==> config.mk <==
export PLATFORM = sky130hd
export DESIGN_NAME = eoc_output_clock
export DESIGN_NICKNAME = d
export VERILOG_FILES = /design/src/eoc_pkg.sv /design/src/eoc_output_clock.sv
export SDC_FILE = /design/constraint.sdc
export NUM_CORES = 1
export LEC_CHECK = 0
export BUFFER_PORTS_ARGS = -buffer_cell sky130_fd_sc_hd__buf_2
export CELL_PAD_IN_SITES_DETAIL_PLACEMENT = 1
export CELL_PAD_IN_SITES_GLOBAL_PLACEMENT = 2
export CORE_MARGIN = 8
export CORE_UTILIZATION = 39
export DETAILED_ROUTE_END_ITERATION = 8
export PLACE_DENSITY_LB_ADDON = 0.1
export SLEW_MARGIN = 40
export SYNTH_ARGS = -nofsm -noshare
export SYNTH_HDL_FRONTEND = slang
export SYNTH_SLANG_ARGS = --single-unit
==> constraint.sdc <==
create_clock -name clk -period 5.2 [get_ports clk]
set_clock_uncertainty 0.1 [all_clocks]
set_input_delay 1.04 -clock clk [delete_from_list [all_inputs] [get_ports clk]]
set_output_delay 1.04 -clock clk [all_outputs]
set_load 0.01 [all_outputs]
==> src/eoc_pkg.sv <==
/*
 * Constants, field layouts and carrier types for the output stage and
 * recording clock control of the channel modulator.
 * Assumes an 8-bit register port and a 25 MHz system clock.
 */
`default_nettype none
package eoc_pkg;
    // Register offsets
    localparam logic [7:0] OFS_CLOCK_CONFIG = 8'h34; // recording_clock_pll_config
    localparam logic [7:0] OFS_MOD_CONFIG   = 8'h3d; // modulator_output_config
    localparam logic [7:0] OFS_MOD_CONFIG2  = 8'h3e; // modulator_output_config_two
    localparam logic [7:0] OFS_CTRL_STATUS  = 8'h3f; // reference select and block state
    localparam logic [7:0] REG_RESET        = 8'h00;
    // Field positions in modulator_output_config
    localparam int BIT_CLK_SEL    = 7;
    localparam int BIT_LENGTHEN   = 6;
    localparam int BIT_LASER_EN   = 5;
    localparam int BIT_LASER_FRC  = 4;
    localparam int BIT_GATE_FRC   = 3;
    localparam int BIT_FMT_HI     = 2;
    localparam int BIT_FMT_LO     = 1;
    localparam int BIT_PANIC_EN   = 0;
    // Field positions in modulator_output_config_two
    localparam int BIT_OVR_MODE   = 2;
    localparam int BIT_OVR_ON     = 1;
    localparam int BIT_FMT_TOP    = 0;
    // Field positions in recording_clock_pll_config
    localparam int BIT_BW_HI      = 7;
    localparam int BIT_BW_LO      = 5;
    localparam int BIT_BYPASS     = 4;
    localparam int BIT_DIV_HI     = 3;
    localparam int BIT_DIV_LO     = 1;
    // Output format codes
    localparam logic [2:0] FMT_ZERO   = 3'h0;
    localparam logic [2:0] FMT_NORMAL = 3'h1;
    localparam logic [2:0] FMT_I3     = 3'h2;
    localparam logic [2:0] FMT_I11    = 3'h3;
    localparam logic [2:0] FMT_CALIB  = 3'h5;
    localparam logic [3:0] RUN_I3     = 4'h3;
    localparam logic [3:0] RUN_I11    = 4'hb;
    localparam logic [3:0] CALIB_LAST = 4'h9; // Ten runs: 3-3-4-4-5-5-6-6-7-7
    // Reference sources
    localparam logic [1:0] REF_WOBBLE = 2'h0;
    localparam logic [1:0] REF_WORD   = 2'h1;
    localparam logic [1:0] REF_SYSDIV = 2'h2;
    localparam logic [7:0] SYSDIV_REF = 8'hbf; // System clock / 192, count 0..191
    // Digital loop defaults
    localparam logic [15:0] NCO_STEP_INIT = 16'h1000;
    localparam logic [7:0]  DPLL_MULT     = 8'h10; // NCO ticks expected per reference
    // Run-length carrier for normal data
    typedef struct packed {
        logic       valid;
        logic [3:0] length; // Channel bits in the run
    } eoc_run_type;
    typedef enum logic [1:0] {ST_HOLD, ST_LOAD, ST_RUN} eoc_state_type;
endpackage : eoc_pkg
`default_nettype wire

==> src/eoc_output_clock.sv <==
/*
 * Output stage and recording clock control: register port, reference
 * mux and digital loop, bypass mux, divider, clock gating, run-length
 * serialiser and laser enable.
 * Assumes write flags, position error and run input come from logic on
 * clk; panic, wobble, word clock and analog loop clock are pins.
 * The analog loop sits outside; its output returns as a pin sampled on
 * clk, so it must run well below half the system clock rate.
 */
// The address-and-strobe port is this design's own decision.
`default_nettype none
module eoc_output_clock
    import eoc_pkg::*;
(
    input  wire logic        clk,
    input  wire logic        rstn,
    input  wire logic [7:0]  reg_addr,
    input  wire logic [7:0]  reg_wdata,
    input  wire logic        reg_write,
    input  wire logic        reg_read,
    output var  logic [7:0]  reg_rdata,
    input  wire logic        laser_write_flag,
    input  wire logic        data_flow_flag,
    input  wire logic        panic_pin,
    input  wire logic        wobble_ref_pin,
    input  wire logic        word_clock_pin,
    input  wire logic        analog_loop_clock_pin,
    input  wire logic [6:0]  position_error,
    input  wire eoc_run_type run_in,
    output var  logic        run_ready,
    output var  logic        dpll_clock_out,
    output var  logic        recording_clock,
    output var  logic        recording_clock_doubled,
    output var  logic        efm_data_out,
    output var  logic        laser_drive_output
);
    // Divisor table for the analog loop output
    function automatic logic [4:0] divisor_of(input logic [2:0] code);
        case (code)
            3'h0: divisor_of = 5'h01;
            3'h1: divisor_of = 5'h02;
            3'h2: divisor_of = 5'h03;
            3'h3: divisor_of = 5'h04;
            3'h4: divisor_of = 5'h06;
            3'h5: divisor_of = 5'h08;
            3'h6: divisor_of = 5'h0c;
            default: divisor_of = 5'h10;
        endcase
    endfunction : divisor_of

    // Each bandwidth step halves the loop gain: 400, 200, 100, 50, 25 Hz
    // Codes above the last defined one reuse the narrowest bandwidth
    function automatic logic [2:0] bw_shift(input logic [2:0] code);
        bw_shift = (code > 3'h4) ? 3'h4 : code;
    endfunction : bw_shift

    // Formats that run the serialiser; every other code holds the line low
    function automatic logic fmt_active(input logic [2:0] code);
        fmt_active = (code == FMT_NORMAL) || (code == FMT_I3) ||
                     (code == FMT_I11) || (code == FMT_CALIB);
    endfunction : fmt_active

    logic [7:0] clock_config, mod_config, mod_config2, ctrl;
    logic [7:0] next_clock_config, next_mod_config, next_mod_config2, next_ctrl;
    logic [7:0] next_reg_rdata;
    // Two-stage synchronisers for the pins
    logic [3:0] sync_a, sync_b, sync_c;
    logic [15:0] nco_acc, nco_step, next_nco_acc, next_nco_step;
    logic [7:0]  ref_div, next_ref_div, tick_count, next_tick_count;
    logic        next_dpll_clock_out;
    logic [4:0]  div_cnt, next_div_cnt;
    logic        norm_phase, dbl_phase, next_norm_phase, next_dbl_phase;
    logic        next_recording_clock, next_recording_clock_doubled;
    logic        next_laser, next_data;
    logic        next_run_ready;
    eoc_state_type state, next_state;
    logic [3:0]  run_left, next_run_left, calib_idx, next_calib_idx;

    // Decoded configuration and per-cycle strobes
    logic [2:0]  fmt;
    logic        clock_run, dbl_ok, ref_edge, src_tick, norm_tick, dbl_tick, bit_tick;
    logic [4:0]  divisor;
    logic [3:0]  run_len;
    logic [16:0] nco_sum;
    logic signed [15:0] loop_err, trim;

    // Format, divisor and reference decode
    assign fmt      = {mod_config2[BIT_FMT_TOP], mod_config[BIT_FMT_HI:BIT_FMT_LO]};
    assign divisor  = divisor_of(clock_config[BIT_DIV_HI:BIT_DIV_LO]);
    assign dbl_ok   = ~divisor[0];
    assign ref_edge = (ctrl[1:0] == REF_WOBBLE) ? (sync_b[1] & ~sync_c[1]) :
                      (ctrl[1:0] == REF_WORD)   ? (sync_b[2] & ~sync_c[2]) :
                      (ctrl[1:0] == REF_SYSDIV) ? (ref_div == SYSDIV_REF) : 1'b0;
    // System clock in bypass, else rising edges of the analog loop clock
    assign src_tick = clock_config[BIT_BYPASS] ? 1'b1 : (sync_b[3] & ~sync_c[3]);
    // Doubled phase also ticks at the half count, only for even divisors
    assign norm_tick = src_tick && (div_cnt == divisor - 5'h01);
    assign dbl_tick  = norm_tick || (src_tick && dbl_ok && (div_cnt == divisor[4:1] - 5'h01));
    // Override mode wins over gate force and the data flow flag
    assign clock_run = mod_config2[BIT_OVR_MODE] ? mod_config2[BIT_OVR_ON]
                     : (mod_config[BIT_GATE_FRC] | data_flow_flag);
    // One channel bit per rising edge of the selected clock
    assign bit_tick  = clock_run && ((mod_config[BIT_CLK_SEL] && dbl_ok) ?
                       (dbl_tick && !dbl_phase) : (norm_tick && !norm_phase));
    // Carry out of the accumulator is the digital loop output tick
    assign nco_sum   = {1'b0, nco_acc} + {1'b0, nco_step};

    // Calibration runs and fixed patterns
    always_comb begin
        case (fmt)
            FMT_I3:    run_len = RUN_I3;
            FMT_I11:   run_len = RUN_I11;
            FMT_CALIB: run_len = 4'h3 + {1'b0, calib_idx[3:1]};
            default:   run_len = run_in.length;
        endcase
    end

    // Digital loop error: reference count mismatch plus position error
    // The step is trimmed only at reference edges, so a lost reference
    // leaves the frequency where it was instead of letting it drift
    always_comb begin
        loop_err = 16'(signed'({8'h00, tick_count})) - 16'(signed'({8'h00, DPLL_MULT}));
        trim = ((loop_err <<< 6) + 16'(signed'(position_error)))
               >>> bw_shift(clock_config[BIT_BW_HI:BIT_BW_LO]);
    end

    // Registers, reference divider, digital loop and divider
    always_comb begin
        next_clock_config = clock_config;
        next_mod_config   = mod_config;
        next_mod_config2  = mod_config2;
        next_ctrl         = ctrl;
        next_reg_rdata    = 8'h00;
        if (reg_write) begin
            // Reserved bits steer nothing; they are stored as written, except in the control register where they are stored as zero
            case (reg_addr)
                OFS_CLOCK_CONFIG: next_clock_config = reg_wdata;
                OFS_MOD_CONFIG:   next_mod_config   = reg_wdata;
                OFS_MOD_CONFIG2:  next_mod_config2  = reg_wdata;
                OFS_CTRL_STATUS:  next_ctrl         = {6'h00, reg_wdata[1:0]};
                default:          next_ctrl         = ctrl;
            endcase
        end
        // Configuration registers are write-only and read as zero
        if (reg_read && reg_addr == OFS_CTRL_STATUS) begin
            next_reg_rdata = {ctrl[1:0], 1'b0, clock_run, dbl_ok, efm_data_out,
                              recording_clock, laser_drive_output};
        end
        next_ref_div = (ref_div == SYSDIV_REF) ? 8'h00 : ref_div + 8'h01;
        next_nco_acc = nco_sum[15:0];
        next_nco_step = nco_step;
        next_tick_count = tick_count + {7'h00, nco_sum[16]};
        next_dpll_clock_out = dpll_clock_out ^ nco_sum[16];
        // Too many ticks per reference slows the loop, and the reverse
        if (ref_edge) begin
            next_nco_step = nco_step - 16'(trim);
            next_tick_count = 8'h00;
        end
        next_div_cnt = div_cnt;
        if (src_tick) begin
            next_div_cnt = (div_cnt >= divisor - 5'h01) ? 5'h00 : div_cnt + 5'h01;
        end
        next_norm_phase = norm_phase ^ norm_tick;
        next_dbl_phase  = dbl_ok ? (dbl_phase ^ dbl_tick) : 1'b0;
        // Gated clocks park low so the laser driver sees no runt edges
        next_recording_clock = clock_run &&
            ((mod_config[BIT_CLK_SEL] && dbl_ok) ? next_dbl_phase : next_norm_phase);
        next_recording_clock_doubled = clock_run && dbl_ok && next_dbl_phase;
    end

    // Configuration, loop and clock state registers
    always_ff @(posedge clk or negedge rstn) begin
        if (!rstn) begin
            clock_config <= REG_RESET;
            mod_config <= REG_RESET;
            mod_config2 <= REG_RESET;
            ctrl <= REG_RESET;
            reg_rdata <= 8'h00;
            ref_div <= 8'h00;
            nco_acc <= 16'h0000;
            nco_step <= NCO_STEP_INIT;
            tick_count <= 8'h00;
            dpll_clock_out <= 1'b0;
            div_cnt <= 5'h00;
            norm_phase <= 1'b0;
            dbl_phase <= 1'b0;
            recording_clock <= 1'b0;
            recording_clock_doubled <= 1'b0;
            sync_a <= 4'h0;
            sync_b <= 4'h0;
            sync_c <= 4'h0;
        end else begin
            clock_config <= next_clock_config;
            mod_config <= next_mod_config;
            mod_config2 <= next_mod_config2;
            ctrl <= next_ctrl;
            reg_rdata <= next_reg_rdata;
            ref_div <= next_ref_div;
            nco_acc <= next_nco_acc;
            nco_step <= next_nco_step;
            tick_count <= next_tick_count;
            dpll_clock_out <= next_dpll_clock_out;
            div_cnt <= next_div_cnt;
            norm_phase <= next_norm_phase;
            dbl_phase <= next_dbl_phase;
            recording_clock <= next_recording_clock;
            recording_clock_doubled <= next_recording_clock_doubled;
            // Pins pass two stages before any logic looks at them
            sync_a <= {analog_loop_clock_pin, word_clock_pin, wobble_ref_pin, panic_pin};
            sync_b <= sync_a;
            sync_c <= sync_b; // Edge history, read only after the second stage
        end
    end

    // Serialiser and laser enable
    // The new level is known at load time, which is why lengthening can
    // look at the output itself to find the zero runs
    always_comb begin
        next_state = state;
        next_run_left = run_left;
        next_calib_idx = calib_idx;
        next_data = efm_data_out;
        next_run_ready = 1'b0;
        // Panic wins over force, force over write-flag gating
        next_laser = !(mod_config[BIT_PANIC_EN] && sync_b[0]) &&
                     (mod_config[BIT_LASER_FRC] ||
                      (mod_config[BIT_LASER_EN] && laser_write_flag));
        case (state)
            ST_HOLD: begin
                next_data = 1'b0;
                if (fmt_active(fmt)) begin
                    next_state = ST_LOAD;
                    next_calib_idx = 4'h0;
                end
            end
            ST_LOAD: begin
                // A missing normal-data run stretches the current level
                if (fmt != FMT_NORMAL || run_in.valid) begin
                    next_run_left = run_len + {3'h0, mod_config[BIT_LENGTHEN] & ~efm_data_out};
                    next_run_ready = (fmt == FMT_NORMAL);
                    next_state = ST_RUN;
                end
            end
            ST_RUN: begin
                if (bit_tick) begin
                    next_run_left = run_left - 4'h1;
                    if (run_left <= 4'h1) begin
                        next_data = ~efm_data_out;
                        next_calib_idx = (calib_idx == CALIB_LAST) ? 4'h0 : calib_idx + 4'h1;
                        next_state = ST_LOAD;
                    end
                end
            end
            default: next_state = ST_HOLD;
        endcase
        // Reserved codes and code zero hold the output low
        // Leaving a format for code zero or a reserved code restarts its pattern from the first run
        if (!fmt_active(fmt)) begin
            next_state = ST_HOLD;
            next_data = 1'b0;
            next_run_ready = 1'b0;
        end
    end

    // Serialiser and laser registers
    always_ff @(posedge clk or negedge rstn) begin
        if (!rstn) begin
            state <= ST_HOLD;
            run_left <= 4'h0;
            calib_idx <= 4'h0;
            efm_data_out <= 1'b0;
            run_ready <= 1'b0;
            laser_drive_output <= 1'b0;
        end else begin
            state <= next_state;
            run_left <= next_run_left;
            calib_idx <= next_calib_idx;
            efm_data_out <= next_data;
            run_ready <= next_run_ready;
            laser_drive_output <= next_laser;
        end
    end
endmodule : eoc_output_clock
`default_nettype wire

## Word level (Yosys, flattened, before mapping)

Index checks and enable logic that the tools add are counted.

- Output and inout port bits: 14
- Logic and storage cells: 156
- Register bits: 112

- Reduce and logical (&&, ||, !) cells: 36
- Shift operators: 1
- Magnitude comparators: 3
- Eq/ne operators: 31
- Bitwise operators: 13
- Multiplexer cells: 35
- $add $sub $neg: 13

Operator list:

| operator | number |
|---|---|
| $pmux 5 s7 | 1 |
| $eq 8x6->1 const B | 4 |
| $mux 4 | 6 |
| $mux 8 | 3 |
| $add 16x16->17 | 1 |
| $add 15x7->16 | 1 |
| $pmux 4 s2 | 2 |
| $sshr 16x3->16 | 1 |
| $sub 16x16->16 | 1 |
| $logic_and 1x1->1 | 14 |
| $mux 1 | 14 |
| $eq 3x2->1 const B | 4 |
| $eq 3x3->1 const B | 4 |
| $pmux 4 s3 | 1 |
| $eq 5x5->1 | 2 |
| $ne 3x3->1 const B | 3 |
| $reduce_and 3->1 | 3 |
| $sub 8x5->9 const B | 1 |
| $add 8x1->8 | 1 |
| $add 8x1->8 const B | 1 |
| $eq 8x8->1 const B | 1 |
| $mux 2 | 4 |
| $ne 2x2->1 const B | 4 |
| $reduce_and 2->1 | 4 |
| other kinds (29) | 51 |

## Depth between registers and ports, before layout

- Depth in word-level cells: 12
- Depth in mapped cells: 19

## Least setup slack after synthesis

No wires, ideal clock.

- Kind: input port to flip-flop
- From: input port position_error[6]
- To: register nco_step[15]
- Cell stages on the path: 14
- Setup time: 0.079 ns
- Arrival time: 4.406 ns
- Path slack: 0.615 ns
- Cell sequence: ha_1 -> fa_1 -> a41o_1 -> a221oi_2 -> xnor2_1 -> mux4_2 -> mux2i_1 -> ha_1 -> and4_1 -> a221oi_1 -> a21boi_0 -> o22ai_1 -> mux2i_1 -> xor2_1

- Longest elaborated chain between the ends: 3

Ends and longest elaborated chain:

| element | line | source |
|---|---|---|
| from (decl) | eoc_output_clock.sv:28 | `input wire logic [6:0] position_error,` |
| $add 15x7->16 | eoc_output_clock.sv:123 | `trim = ((loop_err <<< 6) + 16'(signed'(position_error)))` |
| $sshr 16x3->16 | eoc_output_clock.sv:123 |  |
| $sub 16x16->16 | eoc_output_clock.sv:156 | `next_nco_step = nco_step - 16'(trim);` |
| to (signal assigned) | eoc_output_clock.sv:200 | `nco_step <= next_nco_step;` |
| to (decl) | eoc_output_clock.sv:68 | `logic [15:0] nco_acc, nco_step, next_nco_acc, next_nco_step;` |

No other way between the ends.
A chain may end at the register's enable or synchronous reset.

## Worst setup path after layout

Ends and elaborated chain as after synthesis.

==> results.json <==
{
  "switchingPower_w": 0.00179,
  "cts_num_sinks": 109,
  "grt_antenna_before_repair": 0,
  "synth.avg_cell_area_um2": 9.33,
  "grt_max_degree": 72,
  "grt_pass1_vias": 6117,
  "reg2reg_slack_ns": 0.84,
  "power_density_nw_per_um2": 531,
  "routabilityCongestion": 0.826,
  "total_leakage_power_nw": 3.62,
  "hold_violations": 0,
  "ys.warnings.count": 0,
  "outcome": "finished clean",
  "floorplan.io_pins": 52,
  "hold_start": "sync_a[1]$_DFF_PN0_",
  "hold_path_depth": 0,
  "netlist_instances": 766,
  "diodes": 0,
  "seqPwrFrac_pct": 29.5,
  "worstSetupPathDepth": 15,
  "die_height_um": 151,
  "timing.critical_path.required_ns": 5.37,
  "globalRouteOverflowTotal": 0,
  "multi_input_area_um2": 4200,
  "drive_gt1_share_pct": 13.7,
  "cp-end-kind": "register",
  "number_of_standard_cell_rows_in_the_floorplan": 49,
  "final_cell_mix": "dfrtp_1, nor2_1, a21oi_1, nand2_1, ha_1",
  "crit_arrival_ns": 4.89,
  "fin_crit_ns": 4.72,
  "detailed_place_hpwl_um": 14300,
  "clock_tree.buffer_depth": 2,
  "worstRegToRegCells": 16,
  "drt-wirelength-per-cell_um": 17.7,
  "min_period_over_period_pct": 90.8,
  "critPathBufInv": 1,
  "clkSlewWorstSetupHoldPaths_ns": 0.08,
  "routed.top_layer": "met4",
  "area_growth_pct": 11.8,
  "rr_endpoint": "nco_step[15]$_DFFE_PN0P_",
  "maxCapViolations": 0,
  "final_common_cell": "dfrtp_1",
  "routed-via-count": 5788,
  "worstMarginPinSlew_ns": 0.802,
  "synth.distinct_cells": 71,
  "area_of_the_mapped_netlist_um2": 7140,
  "timing.critical_path.slowest_stage_cell": "mux4_2",
  "cts-hold-fix-buffers": 0,
  "combinationalPowerShare_pct": 52.4,
  "grt_first_pass_wirelength_um": 31100,
  "drt-total-wl_um": 18500,
  "worst_hold_endpoint": "sync_b[1]$_DFF_PN0_",
  "grt.total_usage_pct": 17.1,
  "avgViaCountPerCell": 5.52,
  "critPathLaunchType": "input port",
  "worstSetupPathType": "in -> reg",
  "worst_slew_margin_rel_pct": 46.5,
  "num-fill-cells": 2083,
  "cts_buf_count": 9,
  "firstDrtPassIters": 4,
  "drt-initial-drc-count": 210,
  "crit_path_max_incr_delay_ns": 0.49,
  "synth.yosys.seq_area_share_pct": 38.2,
  "root_buffer": "clkbuf_16",
  "placeable_area_um2": 18000,
  "synth-async-reset-ratio_pct": 100,
  "vdd_ir_drop_max_v": 0.000262,
  "synth-seq-cells": 109,
  "cp_top_family": "compound AO/OA/AOI/OAI gates",
  "placed_cell_area_um2": 7660,
  "starting_density_of_the_core_pct": 39.8,
  "setup_viol": 0,
  "final_area_um2": 7990,
  "achievable-frequency_ghz": 0.212,
  "worstSkewPairLatency_ns": 0.36,
  "fin_nets": 915,
  "route.detailed.drc": 0,
  "dr_wl_met3_um": 464,
  "cp_cell_sequence": "buf_2, ha_1, fa_1, a41o_1, a221oi_2, xnor2_1, mux4_2, mux2i_1, ha_1, and4_1, a221oi_1, a21boi_0, o22ai_1, mux2i_1, xor2_1",
  "die_area_um2": 22900,
  "ctsResizeCount": 0,
  "clock_power_share_pct": 18.1,
  "met1_length_um": 8850,
  "synth.net_count": 867,
  "power_switching_share_pct": 42.1,
  "ctsHtreeMaxLevel": 3,
  "route.met2.wl_um": 8980,
  "die_x_um": 151,
  "post_cts.repair.setup_buffers": 0,
  "internal_portion_of_total_power_w": 0.00245,
  "synth_enable_flop_cells": 0,
  "cts_tree": "yes",
  "grt_setup_unrepaired": "no",
  "regToRegStartpoint": "tick_count[4]$_DFF_PN0_",
  "numPortBuffers": 50,
  "slew_violations": 0,
  "critical_path_peak_fanout": 5,
  "synthFlopType": "dfrtp_1",
  "layout.area.seq_um2": 2730,
  "drtAntennaViolNets": 0,
  "hold_path_class": "reg -> reg",
  "final.setup.tns_ns": 0
}
==> how the worst max path moves through the flow <==
stage                                  from                       end
after global placement    position_error[6]  nco_step[15]$_DFFE_PN0P_
after floorplan           position_error[6]  nco_step[15]$_DFFE_PN0P_
after global routing      position_error[6]  nco_step[15]$_DFFE_PN0P_
after CTS                 position_error[6]  nco_step[15]$_DFFE_PN0P_
after detailed placement  position_error[6]  nco_step[15]$_DFFE_PN0P_
final                     position_error[6]  nco_step[15]$_DFFE_PN0P_
==> worst reg2reg max path: cells and delay by family (launching register included) <==
kind | cells | cell delay, ns
compound gates | 4 | 1.04
xor+xnor | 2 | 0.33
fa+ha+maj | 3 | 0.94
buf+inv | 2 | 0.15
flops | 1 | 0.40
mux | 3 | 0.88
simple gates | 2 | 0.43
==> through the flow <==
stage	std cells	setup WS (ns)	utilization, %	power (W)	hold WS, ns
2_1_floorplan	766	0.615	-	0.00293	0.231
3_3_place_gp	1032	0.214	42.6	0.00339	0.234
3_5_place_dp	1032	0.0697	42.6	0.00348	0.236
4_1_cts	1048	0.442	44.4	0.00429	0.258
5_1_grt	1048	0.190	44.5	0.00463	0.273
6_report	1048	0.478	44.5	0.00424	0.253
==> cell families after synthesis <==
logic type	count (synthesis)	synth area share (%)
DFF	109	38.2
adders and majority gates	63	11.3
xor gates and xnor gates	43	5.27
AOI/OAI and AO/OA	211	19.1
other	1	0.0525
and+or+nand+nor	249	17.2
muxes	37	5.80
buffers and inverters	53	2.98
==> per-layer routing <==
layer | track usage (%) | vias to the layer above
met2 | 28.5 | 52
met4 | 4.16 | 0
met5 | 0 | -
li1 | - | 2837
met1 | 22.4 | 2884
met3 | 3.05 | 15
==> power groups by stage <==
stage	clock network [W]	registers (W)	logic, W
detailed placement	0	0.00127	0.00221
CTS	0.000796	0.00126	0.00224
global placement	0	0.00126	0.00212
floorplan	0	0.00120	0.00173
global route	0.000822	0.00128	0.00253
finish	0.000765	0.00125	0.00222
==> final cells by class <==
type	count	share of cell area, %
clock buffer	10	2.87
clock inverter	6	1.21
inverter	31	1.46
multi-input combinational	604	52.6
sequential	109	34.2
tap	229	3.59
timing repair buffer	59	4.06
==> flip-flops by register name, summed over array words and instances (netlist names), 3 cells and up <==
register and count:
mod_config2 3, run_left 4, mod_config 8, calib_idx 4
div_cnt 5, ref_div 8, clock_config 7, sync_a 4
sync_c 3, sync_b 4, reg_rdata 7, nco_step 16
tick_count 8, nco_acc 16
==> Yosys cell counts, types with 3 or more instances <==
cell	instances	share of area, %
ha_1	60	11
fa_1	3	0.84
a21boi_0	4	0.42
or2_2	3	0.26
a2111oi_0	3	0.37
nand3_1	15	1.1
o211ai_1	4	0.42
o21ai_1	5	0.35
nor3b_1	7	0.74
a311oi_1	3	0.37
and2_1	11	0.96
mux2_2	21	3.3
nand3b_1	3	0.32
a41o_1	3	0.42
a31oi_1	4	0.35
nor3_1	15	1.1
o21bai_1	4	0.42
dfrtp_1	108	38
inv_1	31	1.6
o22ai_1	5	0.44
xor2_1	19	2.3
xnor2_1	24	2.9
nand4_1	6	0.53
o21ai_0	43	3.0
clkbuf_1	17	0.89
a21o_1	11	1.2
o31ai_1	6	0.63
o21a_1	11	1.2
mux2i_1	14	2.0
a211oi_1	15	1.6
nand4b_1	3	0.37
nor2b_1	18	1.6
nand2_1	63	3.3
a21oi_1	68	4.8
nor2_1	70	3.7
nand2b_1	16	1.4
and3_1	5	0.44
or3_1	5	0.44
(Power assumes the default switching activity.)
